===== config.mk =====
export PLATFORM = sky130hd
export DESIGN_NAME = ser_top
export DESIGN_NICKNAME = d
export VERILOG_FILES = /design/src/verilog/ser_pkg.sv /design/src/verilog/ser_sync.sv /design/src/verilog/ser_group.sv /design/src/verilog/ser_top.sv
export SDC_FILE = /design/constraint.sdc
export NUM_CORES = 1
export LEC_CHECK = 0
export BUFFER_PORTS_ARGS = -buffer_cell sky130_fd_sc_hd__buf_2
export CORE_MARGIN = 5
export CORE_UTILIZATION = 35
export CTS_BUF_LIST = sky130_fd_sc_hd__clkbuf_4 sky130_fd_sc_hd__clkbuf_8
export DETAILED_ROUTE_END_ITERATION = 10
export SLEW_MARGIN = 20
export SYNTH_ARGS = -nofsm -noshare
export SYNTH_HDL_FRONTEND = slang
export SYNTH_HIERARCHICAL = 1
export SYNTH_SLANG_ARGS = --single-unit
export TNS_END_PERCENT = 50

===== constraint.sdc =====
create_clock -name MCLK_IN -period 2.3 [get_ports MCLK_IN]
set_input_delay 0.345 -clock MCLK_IN [delete_from_list [all_inputs] [get_ports MCLK_IN]]
set_output_delay 0.345 -clock MCLK_IN [all_outputs]
set_load 0.05 [all_outputs]

===== src/verilog/ser_pkg.sv =====
// status event reporting: shared constants, command codes and bit positions
package ser_pkg;

    localparam int REG_W = 16;
    localparam int BYTE_W = 8;
    localparam int CMD_W = 4;

    // operation group bit positions
    localparam int OPER_LIST_RUNNING = 14;
    localparam int OPER_LIST_COMPLETE = 12;
    localparam int OPER_SAMPLE_COMPLETE = 11;
    localparam int OPER_CONSTANT_CURRENT_STATE = 10;
    localparam int OPER_TRANSIENT_COMPLETE = 9;
    localparam int OPER_CONSTANT_VOLTAGE_STATE = 8;
    localparam int OPER_TRANSIENT_ARMED = 6;
    localparam int OPER_WAITING_FOR_TRIGGER = 5;

    // questionable group bit positions
    localparam int QUES_ENERGY_ABSORBING = 14;
    localparam int QUES_CURRENT_ERROR = 13;
    localparam int QUES_VOLTAGE_ERROR = 12;
    localparam int QUES_SLAVE_ERROR = 6;
    localparam int QUES_THERMAL_ERROR = 3;
    localparam int QUES_CURRENT_MODE_ERROR = 1;
    localparam int QUES_VOLTAGE_MODE_ERROR = 0;

    // status byte summary positions
    localparam int STB_QUES_SUMMARY = 3;
    localparam int STB_OPER_SUMMARY = 7;

    // implemented bits of each group; all others read zero in the condition and event words
    localparam logic [REG_W-1:0] OPER_USED_MASK = 16'h5F60;
    localparam logic [REG_W-1:0] QUES_USED_MASK = 16'h704B;
    // bits that latch into the event registers
    localparam logic [REG_W-1:0] OPER_LATCH_MASK = 16'h5F60;
    localparam logic [REG_W-1:0] QUES_LATCH_MASK = 16'h3000;

    // preset and reset values of the enable masks
    localparam logic [REG_W-1:0] OPER_PRESET_VALUE = 16'h2001;
    localparam logic [REG_W-1:0] QUES_PRESET_VALUE = 16'h00FF;
    localparam logic [REG_W-1:0] MASK_RESET_VALUE = 16'h0000;
    localparam logic [REG_W-1:0] ZERO_WORD = 16'h0000;
    localparam logic [BYTE_W-1:0] ZERO_BYTE = 8'h00;

    typedef enum logic [CMD_W-1:0] {
        SER_CMD_OPER_COND_RD = 4'h0,
        SER_CMD_OPER_EVENT_RD = 4'h1,
        SER_CMD_OPER_MASK_WR = 4'h2,
        SER_CMD_OPER_MASK_RD = 4'h3,
        SER_CMD_QUES_COND_RD = 4'h4,
        SER_CMD_QUES_EVENT_RD = 4'h5,
        SER_CMD_QUES_MASK_WR = 4'h6,
        SER_CMD_QUES_MASK_RD = 4'h7,
        SER_CMD_PRESET = 4'h8,
        SER_CMD_CLEAR_EVENTS = 4'h9,
        SER_CMD_STATUS_BYTE_RD = 4'hA
    } ser_cmd_t;

endpackage : ser_pkg


===== src/verilog/ser_sync.sv =====
// two flip-flop synchroniser, one stage pair per bit
`timescale 1ns/1ps
module ser_sync #(
    parameter int WIDTH = 16
) (
    input wire logic clk_in,
    input wire logic srst_in,
    input wire logic [WIDTH-1:0] async_in,
    output logic [WIDTH-1:0] sync_out
);
    logic [WIDTH-1:0] meta_ff;
    logic [WIDTH-1:0] sync_ff;

    genvar i;
    generate
        for (i = 0; i < WIDTH; i++) begin : g_bit
            // first stage feeds only the second stage
            always_ff @(posedge clk_in) begin
                if (srst_in) begin
                    meta_ff[i] <= 1'b0;
                    sync_ff[i] <= 1'b0;
                end else begin
                    meta_ff[i] <= async_in[i];
                    sync_ff[i] <= meta_ff[i];
                end
            end
        end
    endgenerate

    assign sync_out = sync_ff;
endmodule : ser_sync


===== src/verilog/ser_group.sv =====
// one status group: live condition, latched event, enable mask, summary
`timescale 1ns/1ps
module ser_group #(
    parameter int WIDTH = 16,
    parameter logic [WIDTH-1:0] USED_MASK = '1,
    parameter logic [WIDTH-1:0] LATCH_MASK = '1,
    parameter logic [WIDTH-1:0] PRESET_VALUE = '0,
    parameter logic [WIDTH-1:0] RESET_VALUE = '0
) (
    input wire logic clk_in,
    input wire logic srst_in,
    input wire logic [WIDTH-1:0] cond_in,
    input wire logic clear_in,
    input wire logic mask_wr_in,
    input wire logic [WIDTH-1:0] mask_data_in,
    input wire logic preset_in,
    output logic [WIDTH-1:0] cond_out,
    output logic [WIDTH-1:0] event_out,
    output logic [WIDTH-1:0] mask_out,
    output logic summary_out
);
    logic [WIDTH-1:0] cond_prev_ff;
    logic [WIDTH-1:0] event_ff;
    logic [WIDTH-1:0] mask_ff;
    logic [WIDTH-1:0] live;
    logic [WIDTH-1:0] rise;
    logic [WIDTH-1:0] nxt_event;

    // live view, unused bits forced low; no exclusion between bits
    assign live = cond_in & USED_MASK;
    assign rise = live & ~cond_prev_ff & LATCH_MASK;

    always_ff @(posedge clk_in) begin
        if (srst_in) begin
            cond_prev_ff <= '0;
        end else begin
            cond_prev_ff <= live;
        end
    end

    // set after clear so an edge in the read cycle survives
    always_comb begin
        nxt_event = clear_in ? '0 : event_ff;
        nxt_event = nxt_event | rise;
    end

    always_ff @(posedge clk_in) begin
        if (srst_in) begin
            event_ff <= '0;
        end else begin
            event_ff <= nxt_event;
        end
    end

    // preset outranks a write issued in the same cycle
    always_ff @(posedge clk_in) begin
        if (srst_in) begin
            mask_ff <= RESET_VALUE;
        end else if (preset_in) begin
            mask_ff <= PRESET_VALUE;
        end else if (mask_wr_in) begin
            mask_ff <= mask_data_in;
        end
    end

    assign cond_out = live;
    assign event_out = event_ff;
    assign mask_out = mask_ff;
    assign summary_out = |(event_ff & mask_ff);
endmodule : ser_group


===== src/verilog/ser_top.sv =====
// status event reporting top: condition pins, command port, status byte
// Function
// - operation events latch until read
// - operation event read returns value, then clears
// - preset loads 8193 and 255 into masks
// - only questionable bits 13 and 12 latch
// - questionable bits 0 and 1 never latch
// - questionable event read returns value, then clears
// - questionable condition shows live state
// - mode error bits may both be set
// - status bit 3 ORs enabled questionable events
// - questionable mask writable and read back unchanged
// - questionable bit positions fixed as listed
// - operation events use condition bit positions
// - status bit 7 ORs enabled operation events
// - constant current bit 10, constant voltage 8
`timescale 1ns/1ps
module ser_top (
    input wire logic MCLK_IN,
    input wire logic SRST_IN,
    input wire logic LIST_RUNNING_IN,
    input wire logic LIST_COMPLETE_IN,
    input wire logic SAMPLE_COMPLETE_IN,
    input wire logic CONSTANT_CURRENT_STATE_IN,
    input wire logic TRANSIENT_COMPLETE_IN,
    input wire logic CONSTANT_VOLTAGE_STATE_IN,
    input wire logic TRANSIENT_ARMED_IN,
    input wire logic WAITING_FOR_TRIGGER_IN,
    input wire logic ENERGY_ABSORBING_IN,
    input wire logic CURRENT_ERROR_IN,
    input wire logic VOLTAGE_ERROR_IN,
    input wire logic SLAVE_ERROR_IN,
    input wire logic THERMAL_ERROR_IN,
    input wire logic CURRENT_MODE_ERROR_IN,
    input wire logic VOLTAGE_MODE_ERROR_IN,
    input wire logic CMD_VALID_IN,
    input wire logic [ser_pkg::CMD_W-1:0] CMD_CODE_IN,
    input wire logic [ser_pkg::REG_W-1:0] CMD_DATA_IN,
    output logic RSP_VALID_OUT,
    output logic [ser_pkg::REG_W-1:0] RSP_DATA_OUT,
    output logic CMD_ERROR_OUT,
    output logic [ser_pkg::BYTE_W-1:0] STATUS_BYTE_OUT
);
    localparam int W = ser_pkg::REG_W;

    // group words; spare positions stay low so they never latch
    logic [W-1:0] oper_raw;
    logic [W-1:0] ques_raw;
    logic [W-1:0] oper_sync;
    logic [W-1:0] ques_sync;
    logic [W-1:0] oper_cond;
    logic [W-1:0] oper_event;
    logic [W-1:0] oper_mask;
    logic [W-1:0] ques_cond;
    logic [W-1:0] ques_event;
    logic [W-1:0] ques_mask;
    logic oper_summary;
    logic ques_summary;

    // command decode strobes
    logic oper_clear;
    logic ques_clear;
    logic oper_mask_wr;
    logic ques_mask_wr;
    logic preset;
    logic is_read;
    logic known;
    logic [W-1:0] nxt_rsp_data;
    ser_pkg::ser_cmd_t cmd_code;
    logic read_taken;
    logic error_taken;

    // registered outputs
    logic rsp_valid_ff;
    logic [W-1:0] rsp_data_ff;
    logic cmd_error_ff;
    logic [ser_pkg::BYTE_W-1:0] status_byte_ff;
    logic [ser_pkg::BYTE_W-1:0] nxt_status_byte;

    // gather pins into group words at their fixed positions
    always_comb begin
        oper_raw = ser_pkg::ZERO_WORD;
        oper_raw[ser_pkg::OPER_LIST_RUNNING] = LIST_RUNNING_IN;
        oper_raw[ser_pkg::OPER_LIST_COMPLETE] = LIST_COMPLETE_IN;
        oper_raw[ser_pkg::OPER_SAMPLE_COMPLETE] = SAMPLE_COMPLETE_IN;
        oper_raw[ser_pkg::OPER_CONSTANT_CURRENT_STATE] = CONSTANT_CURRENT_STATE_IN;
        oper_raw[ser_pkg::OPER_TRANSIENT_COMPLETE] = TRANSIENT_COMPLETE_IN;
        oper_raw[ser_pkg::OPER_CONSTANT_VOLTAGE_STATE] = CONSTANT_VOLTAGE_STATE_IN;
        oper_raw[ser_pkg::OPER_TRANSIENT_ARMED] = TRANSIENT_ARMED_IN;
        oper_raw[ser_pkg::OPER_WAITING_FOR_TRIGGER] = WAITING_FOR_TRIGGER_IN;
    end

    always_comb begin
        ques_raw = ser_pkg::ZERO_WORD;
        ques_raw[ser_pkg::QUES_ENERGY_ABSORBING] = ENERGY_ABSORBING_IN;
        ques_raw[ser_pkg::QUES_CURRENT_ERROR] = CURRENT_ERROR_IN;
        ques_raw[ser_pkg::QUES_VOLTAGE_ERROR] = VOLTAGE_ERROR_IN;
        ques_raw[ser_pkg::QUES_SLAVE_ERROR] = SLAVE_ERROR_IN;
        ques_raw[ser_pkg::QUES_THERMAL_ERROR] = THERMAL_ERROR_IN;
        ques_raw[ser_pkg::QUES_CURRENT_MODE_ERROR] = CURRENT_MODE_ERROR_IN;
        ques_raw[ser_pkg::QUES_VOLTAGE_MODE_ERROR] = VOLTAGE_MODE_ERROR_IN;
    end

    // power stage pins are asynchronous; unused bits are constant zero
    // trade: full-width stages keep bit positions aligned at a few idle flops
    ser_sync #(
        .WIDTH(W)
    ) u_oper_sync (
        .clk_in(MCLK_IN),
        .srst_in(SRST_IN),
        .async_in(oper_raw),
        .sync_out(oper_sync)
    );

    ser_sync #(
        .WIDTH(W)
    ) u_ques_sync (
        .clk_in(MCLK_IN),
        .srst_in(SRST_IN),
        .async_in(ques_raw),
        .sync_out(ques_sync)
    );

    // typed view of the code; values past the list match no named item
    assign cmd_code = ser_pkg::ser_cmd_t'(CMD_CODE_IN);

    // read select; the word is taken on the same edge as any clear it causes
    always_comb begin
        is_read = 1'b0;
        nxt_rsp_data = ser_pkg::ZERO_WORD;
        if (CMD_VALID_IN) begin
            case (cmd_code)
                ser_pkg::SER_CMD_OPER_COND_RD: begin
                    is_read = 1'b1;
                    nxt_rsp_data = oper_cond;
                end
                ser_pkg::SER_CMD_OPER_EVENT_RD: begin
                    is_read = 1'b1;
                    nxt_rsp_data = oper_event;
                end
                ser_pkg::SER_CMD_OPER_MASK_RD: begin
                    is_read = 1'b1;
                    nxt_rsp_data = oper_mask;
                end
                ser_pkg::SER_CMD_QUES_COND_RD: begin
                    is_read = 1'b1;
                    nxt_rsp_data = ques_cond;
                end
                ser_pkg::SER_CMD_QUES_EVENT_RD: begin
                    is_read = 1'b1;
                    nxt_rsp_data = ques_event;
                end
                ser_pkg::SER_CMD_QUES_MASK_RD: begin
                    is_read = 1'b1;
                    nxt_rsp_data = ques_mask;
                end
                ser_pkg::SER_CMD_STATUS_BYTE_RD: begin
                    is_read = 1'b1;
                    nxt_rsp_data = {{(W - ser_pkg::BYTE_W){1'b0}}, status_byte_ff};
                end
                default: begin
                    is_read = 1'b0;
                end
            endcase
        end
    end

    // side effects; each acts on the edge that takes the command
    always_comb begin
        oper_clear = 1'b0;
        ques_clear = 1'b0;
        oper_mask_wr = 1'b0;
        ques_mask_wr = 1'b0;
        preset = 1'b0;
        known = 1'b1;
        if (CMD_VALID_IN) begin
            case (cmd_code)
                ser_pkg::SER_CMD_OPER_EVENT_RD: begin
                    oper_clear = 1'b1;
                end
                ser_pkg::SER_CMD_OPER_MASK_WR: begin
                    oper_mask_wr = 1'b1;
                end
                ser_pkg::SER_CMD_QUES_EVENT_RD: begin
                    ques_clear = 1'b1;
                end
                ser_pkg::SER_CMD_QUES_MASK_WR: begin
                    ques_mask_wr = 1'b1;
                end
                ser_pkg::SER_CMD_PRESET: begin
                    preset = 1'b1;
                end
                ser_pkg::SER_CMD_CLEAR_EVENTS: begin
                    oper_clear = 1'b1;
                    ques_clear = 1'b1;
                end
                ser_pkg::SER_CMD_OPER_COND_RD,
                ser_pkg::SER_CMD_OPER_MASK_RD,
                ser_pkg::SER_CMD_QUES_COND_RD,
                ser_pkg::SER_CMD_QUES_MASK_RD,
                ser_pkg::SER_CMD_STATUS_BYTE_RD: begin
                    known = 1'b1;
                end
                default: begin
                    known = 1'b0;
                end
            endcase
        end
    end

    // operation group: every used bit latches on its rising edge
    ser_group #(
        .WIDTH(W),
        .USED_MASK(ser_pkg::OPER_USED_MASK),
        .LATCH_MASK(ser_pkg::OPER_LATCH_MASK),
        .PRESET_VALUE(ser_pkg::OPER_PRESET_VALUE),
        .RESET_VALUE(ser_pkg::MASK_RESET_VALUE)
    ) u_oper (
        .clk_in(MCLK_IN),
        .srst_in(SRST_IN),
        .cond_in(oper_sync),
        .clear_in(oper_clear),
        .mask_wr_in(oper_mask_wr),
        .mask_data_in(CMD_DATA_IN),
        .preset_in(preset),
        .cond_out(oper_cond),
        .event_out(oper_event),
        .mask_out(oper_mask),
        .summary_out(oper_summary)
    );

    // questionable group: only the current and voltage error bits (13 and 12) latch, the rest stay live
    ser_group #(
        .WIDTH(W),
        .USED_MASK(ser_pkg::QUES_USED_MASK),
        .LATCH_MASK(ser_pkg::QUES_LATCH_MASK),
        .PRESET_VALUE(ser_pkg::QUES_PRESET_VALUE),
        .RESET_VALUE(ser_pkg::MASK_RESET_VALUE)
    ) u_ques (
        .clk_in(MCLK_IN),
        .srst_in(SRST_IN),
        .cond_in(ques_sync),
        .clear_in(ques_clear),
        .mask_wr_in(ques_mask_wr),
        .mask_data_in(CMD_DATA_IN),
        .preset_in(preset),
        .cond_out(ques_cond),
        .event_out(ques_event),
        .mask_out(ques_mask),
        .summary_out(ques_summary)
    );

    // a refused code changes no state; it only raises the error pulse
    assign read_taken = CMD_VALID_IN & is_read;
    assign error_taken = CMD_VALID_IN & ~known;

    // response: one cycle after the command, held only that cycle
    always_ff @(posedge MCLK_IN) begin
        if (SRST_IN) begin
            rsp_valid_ff <= 1'b0;
        end else begin
            rsp_valid_ff <= read_taken;
        end
    end

    // data keeps the last answer until the next read is taken
    always_ff @(posedge MCLK_IN) begin
        if (SRST_IN) begin
            rsp_data_ff <= ser_pkg::ZERO_WORD;
        end else if (read_taken) begin
            rsp_data_ff <= nxt_rsp_data;
        end
    end

    // unknown codes flag an error pulse and change no state
    always_ff @(posedge MCLK_IN) begin
        if (SRST_IN) begin
            cmd_error_ff <= 1'b0;
        end else begin
            cmd_error_ff <= error_taken;
        end
    end

    // status byte registered, so it lags the event bits by one cycle
    always_comb begin
        nxt_status_byte = ser_pkg::ZERO_BYTE;
        nxt_status_byte[ser_pkg::STB_QUES_SUMMARY] = ques_summary;
        nxt_status_byte[ser_pkg::STB_OPER_SUMMARY] = oper_summary;
    end

    always_ff @(posedge MCLK_IN) begin
        if (SRST_IN) begin
            status_byte_ff <= ser_pkg::ZERO_BYTE;
        end else begin
            status_byte_ff <= nxt_status_byte;
        end
    end

    assign RSP_VALID_OUT = rsp_valid_ff;
    assign RSP_DATA_OUT = rsp_data_ff;
    assign CMD_ERROR_OUT = cmd_error_ff;
    assign STATUS_BYTE_OUT = status_byte_ff;
endmodule : ser_top


==> impl_metrics.json <==
{
  "path_max_fanout": 17,
  "cts_root_buf": "clkbuf_8",
  "dp_slack_ns": 0.2922,
  "drt-initial-drc-count": 193,
  "status": "completed",
  "cp.arrival_ns": 1.89,
  "rows": 42,
  "wirelength_um": 10370,
  "grt_pass1_wl_um": 16770,
  "post-route-period-util_pct": 72.45,
  "finalSetupTns_ns": 0,
  "relSlewSlack_pct": 67.56,
  "critPathCaptureType": "flop",
  "numCtsBuffers": 9,
  "worst_slew_pin_slew_ns": 0.4743,
  "rr_worst_depth": 4,
  "final_common_cell": "dfxtp_1",
  "clkSinkCount": 102,
  "drv_slew": 0,
  "period_needed_ns": 1.666,
  "cellLeakagePower_nw": 1.898,
  "rsz0062_at_grt": "no",
  "cts_resized": 0,
  "drc_errors": 0,
  "cts_max_level": 3,
  "antenna_found_initial": 0,
  "postCtsSetupRepairBufs": 0,
  "fp.dieW_um": 126.3,
  "cts_tree": "yes",
  "grt_usage_pct": 13.13,
  "gp_congestion": 0.8359,
  "hold_class": "input port to flop",
  "timing.fmax_mhz": 600.1,
  "syn-cell-area_um2": 4736,
  "io_pins": 64,
  "grt_max_degree": 37,
  "die-height_um": 126.3,
  "layout-drive-gt1-share_pct": 22.65,
  "finalWorstSetupSlack_ns": 0.6337,
  "initial_core_util_pct": 35.76,
  "hold_viol_final": 0,
  "postCtsHoldBufs": 0,
  "setup.worst_path.start_class": "input port",
  "ir_drop_uv": 317.5,
  "mostFrequentLayoutCells": "dfxtp_1, buf_2, conb_1",
  "fin_skew_ns": 0.01302,
  "drt-pass1-iter-count": 4,
  "vias_per_cell": 4.687,
  "avgSynthCellArea_um2": 10.25,
  "maxCapViolCount": 0,
  "clkTransAtPathRegs_ns": 0.09,
  "setup_viol": 0,
  "clkLatencyLatePin_ns": 0.36,
  "io_buffer_count": 57,
  "critPathKind": "input port to flop",
  "grt_overflow": 0,
  "wl_per_cell_um": 15.36,
  "synthCells": 462,
  "worstPathRequired_ns": 2.53,
  "dp_hpwl_um": 7598,
  "hold-path-cell-count": 2,
  "synth_warnings": 6,
  "diodes": 0,
  "ff_latch_area_um2": 2042,
  "clockBufferDepth": 2,
  "dieArea_um2": 15960,
  "fin_nets": 533,
  "drtAntennaViolNets": 0,
  "num_vias": 3164,
  "grt_pass1_vias": 3211,
  "multiInputGateArea_um2": 2118,
  "p_per_area_nw_per_um2": 658.8,
  "final.fill_count": 1344,
  "coreArea_um2": 13240,
  "area_delta_synth_final_pct": 5.760
}
-- critical path, cell delays in order --
cell and delay [ns]:
buf_2 0.33, nor2b_4 0.26, mux2i_4 0.23, and2_1 0.39, buf_4 0.23, a311oi_2 0.09
-- metal layers --
| layer | vias up | global-route usage [%] | wire (µm) |
|---|---|---|---|
| met2 | 92 | 20.72 | 4630 |
| met1 | 1461 | 17.61 | 4946 |
| li1 | 1589 | - | - |
| met5 | - | 0 | 0 |
| met4 | 0 | 5.994 | 308 |
| met3 | 22 | 2.270 | 483 |
-- report_power, final --
| part | internal, mW | switching (mW) | leakage, nW |
|---|---|---|---|
| Combinational | 0.144 | 0.270 | 0.976 |
| Clock | 0.419 | 0.593 | 0.0885 |
| Sequential | 1.83 | 0.0392 | 0.834 |
| Total | 2.40 | 0.902 | 1.90 |
-- registers in the layout, summed over array words and instances, names as in the netlist, 2 cells and up --
name / cells
u_oper/mask_out: 16
u_ques_sync/meta_ff: 7
u_ques/mask_out: 16
u_oper_sync/meta_ff: 8
u_oper/cond_prev_ff: 8
u_ques_sync/sync_out: 7
u_ques/cond_prev_ff: 2
STATUS_BYTE_OUT: 2
u_oper_sync/sync_out: 8
u_ques/event_out: 2
RSP_DATA_OUT: 16
u_oper/event_out: 8
-- final cells by class --
type                    count  area share [%]
repair buffers             77           8.943
multi-input cells         303           42.29
inverters                   2          0.1499
flip-flops and latches    102           40.77
clock inverters             5          0.6995
well taps                 176           4.397
clock buffers              10           2.748
-- stage by stage --
stage / cell area [µm²] / hold slack (ns) / total power [mW] / utilization (%) / instances
floorplan: 4893 / 0.4138 / 2.292 / - / 504
global placement: 4836 / 0.4246 / 2.318 / 36.52 / 660
detailed placement: 4836 / 0.4204 / 2.330 / 36.52 / 660
CTS: 5009 / 0.1700 / 3.334 / 37.82 / 675
global route: 5009 / 0.1712 / 3.458 / 37.82 / 675
finish: 5009 / 0.1899 / 3.299 / 37.82 / 675
-- path summary, 6_finish.rpt --
| kind | from | to | slack [ns] |
|---|---|---|---|
| worst max-delay path | CMD_CODE_IN[1] | RSP_DATA_OUT[1]$_SDFFE_PP0P_ | 0.63 |
| worst min register to register | u_oper_sync/meta_ff[12]$_SDFF_PP0_ | u_oper_sync/sync_out[12]$_SDFF_PP0_ | 0.44 |
| worst min-delay path | SLAVE_ERROR_IN | u_ques_sync/meta_ff[6]$_SDFF_PP0_ | 0.19 |
| worst max register to register | u_ques/mask_out[7]$_SDFFE_PP0P_ | RSP_DATA_OUT[7]$_SDFFE_PP0P_ | 1.02 |
(Power assumes the default switching activity.)
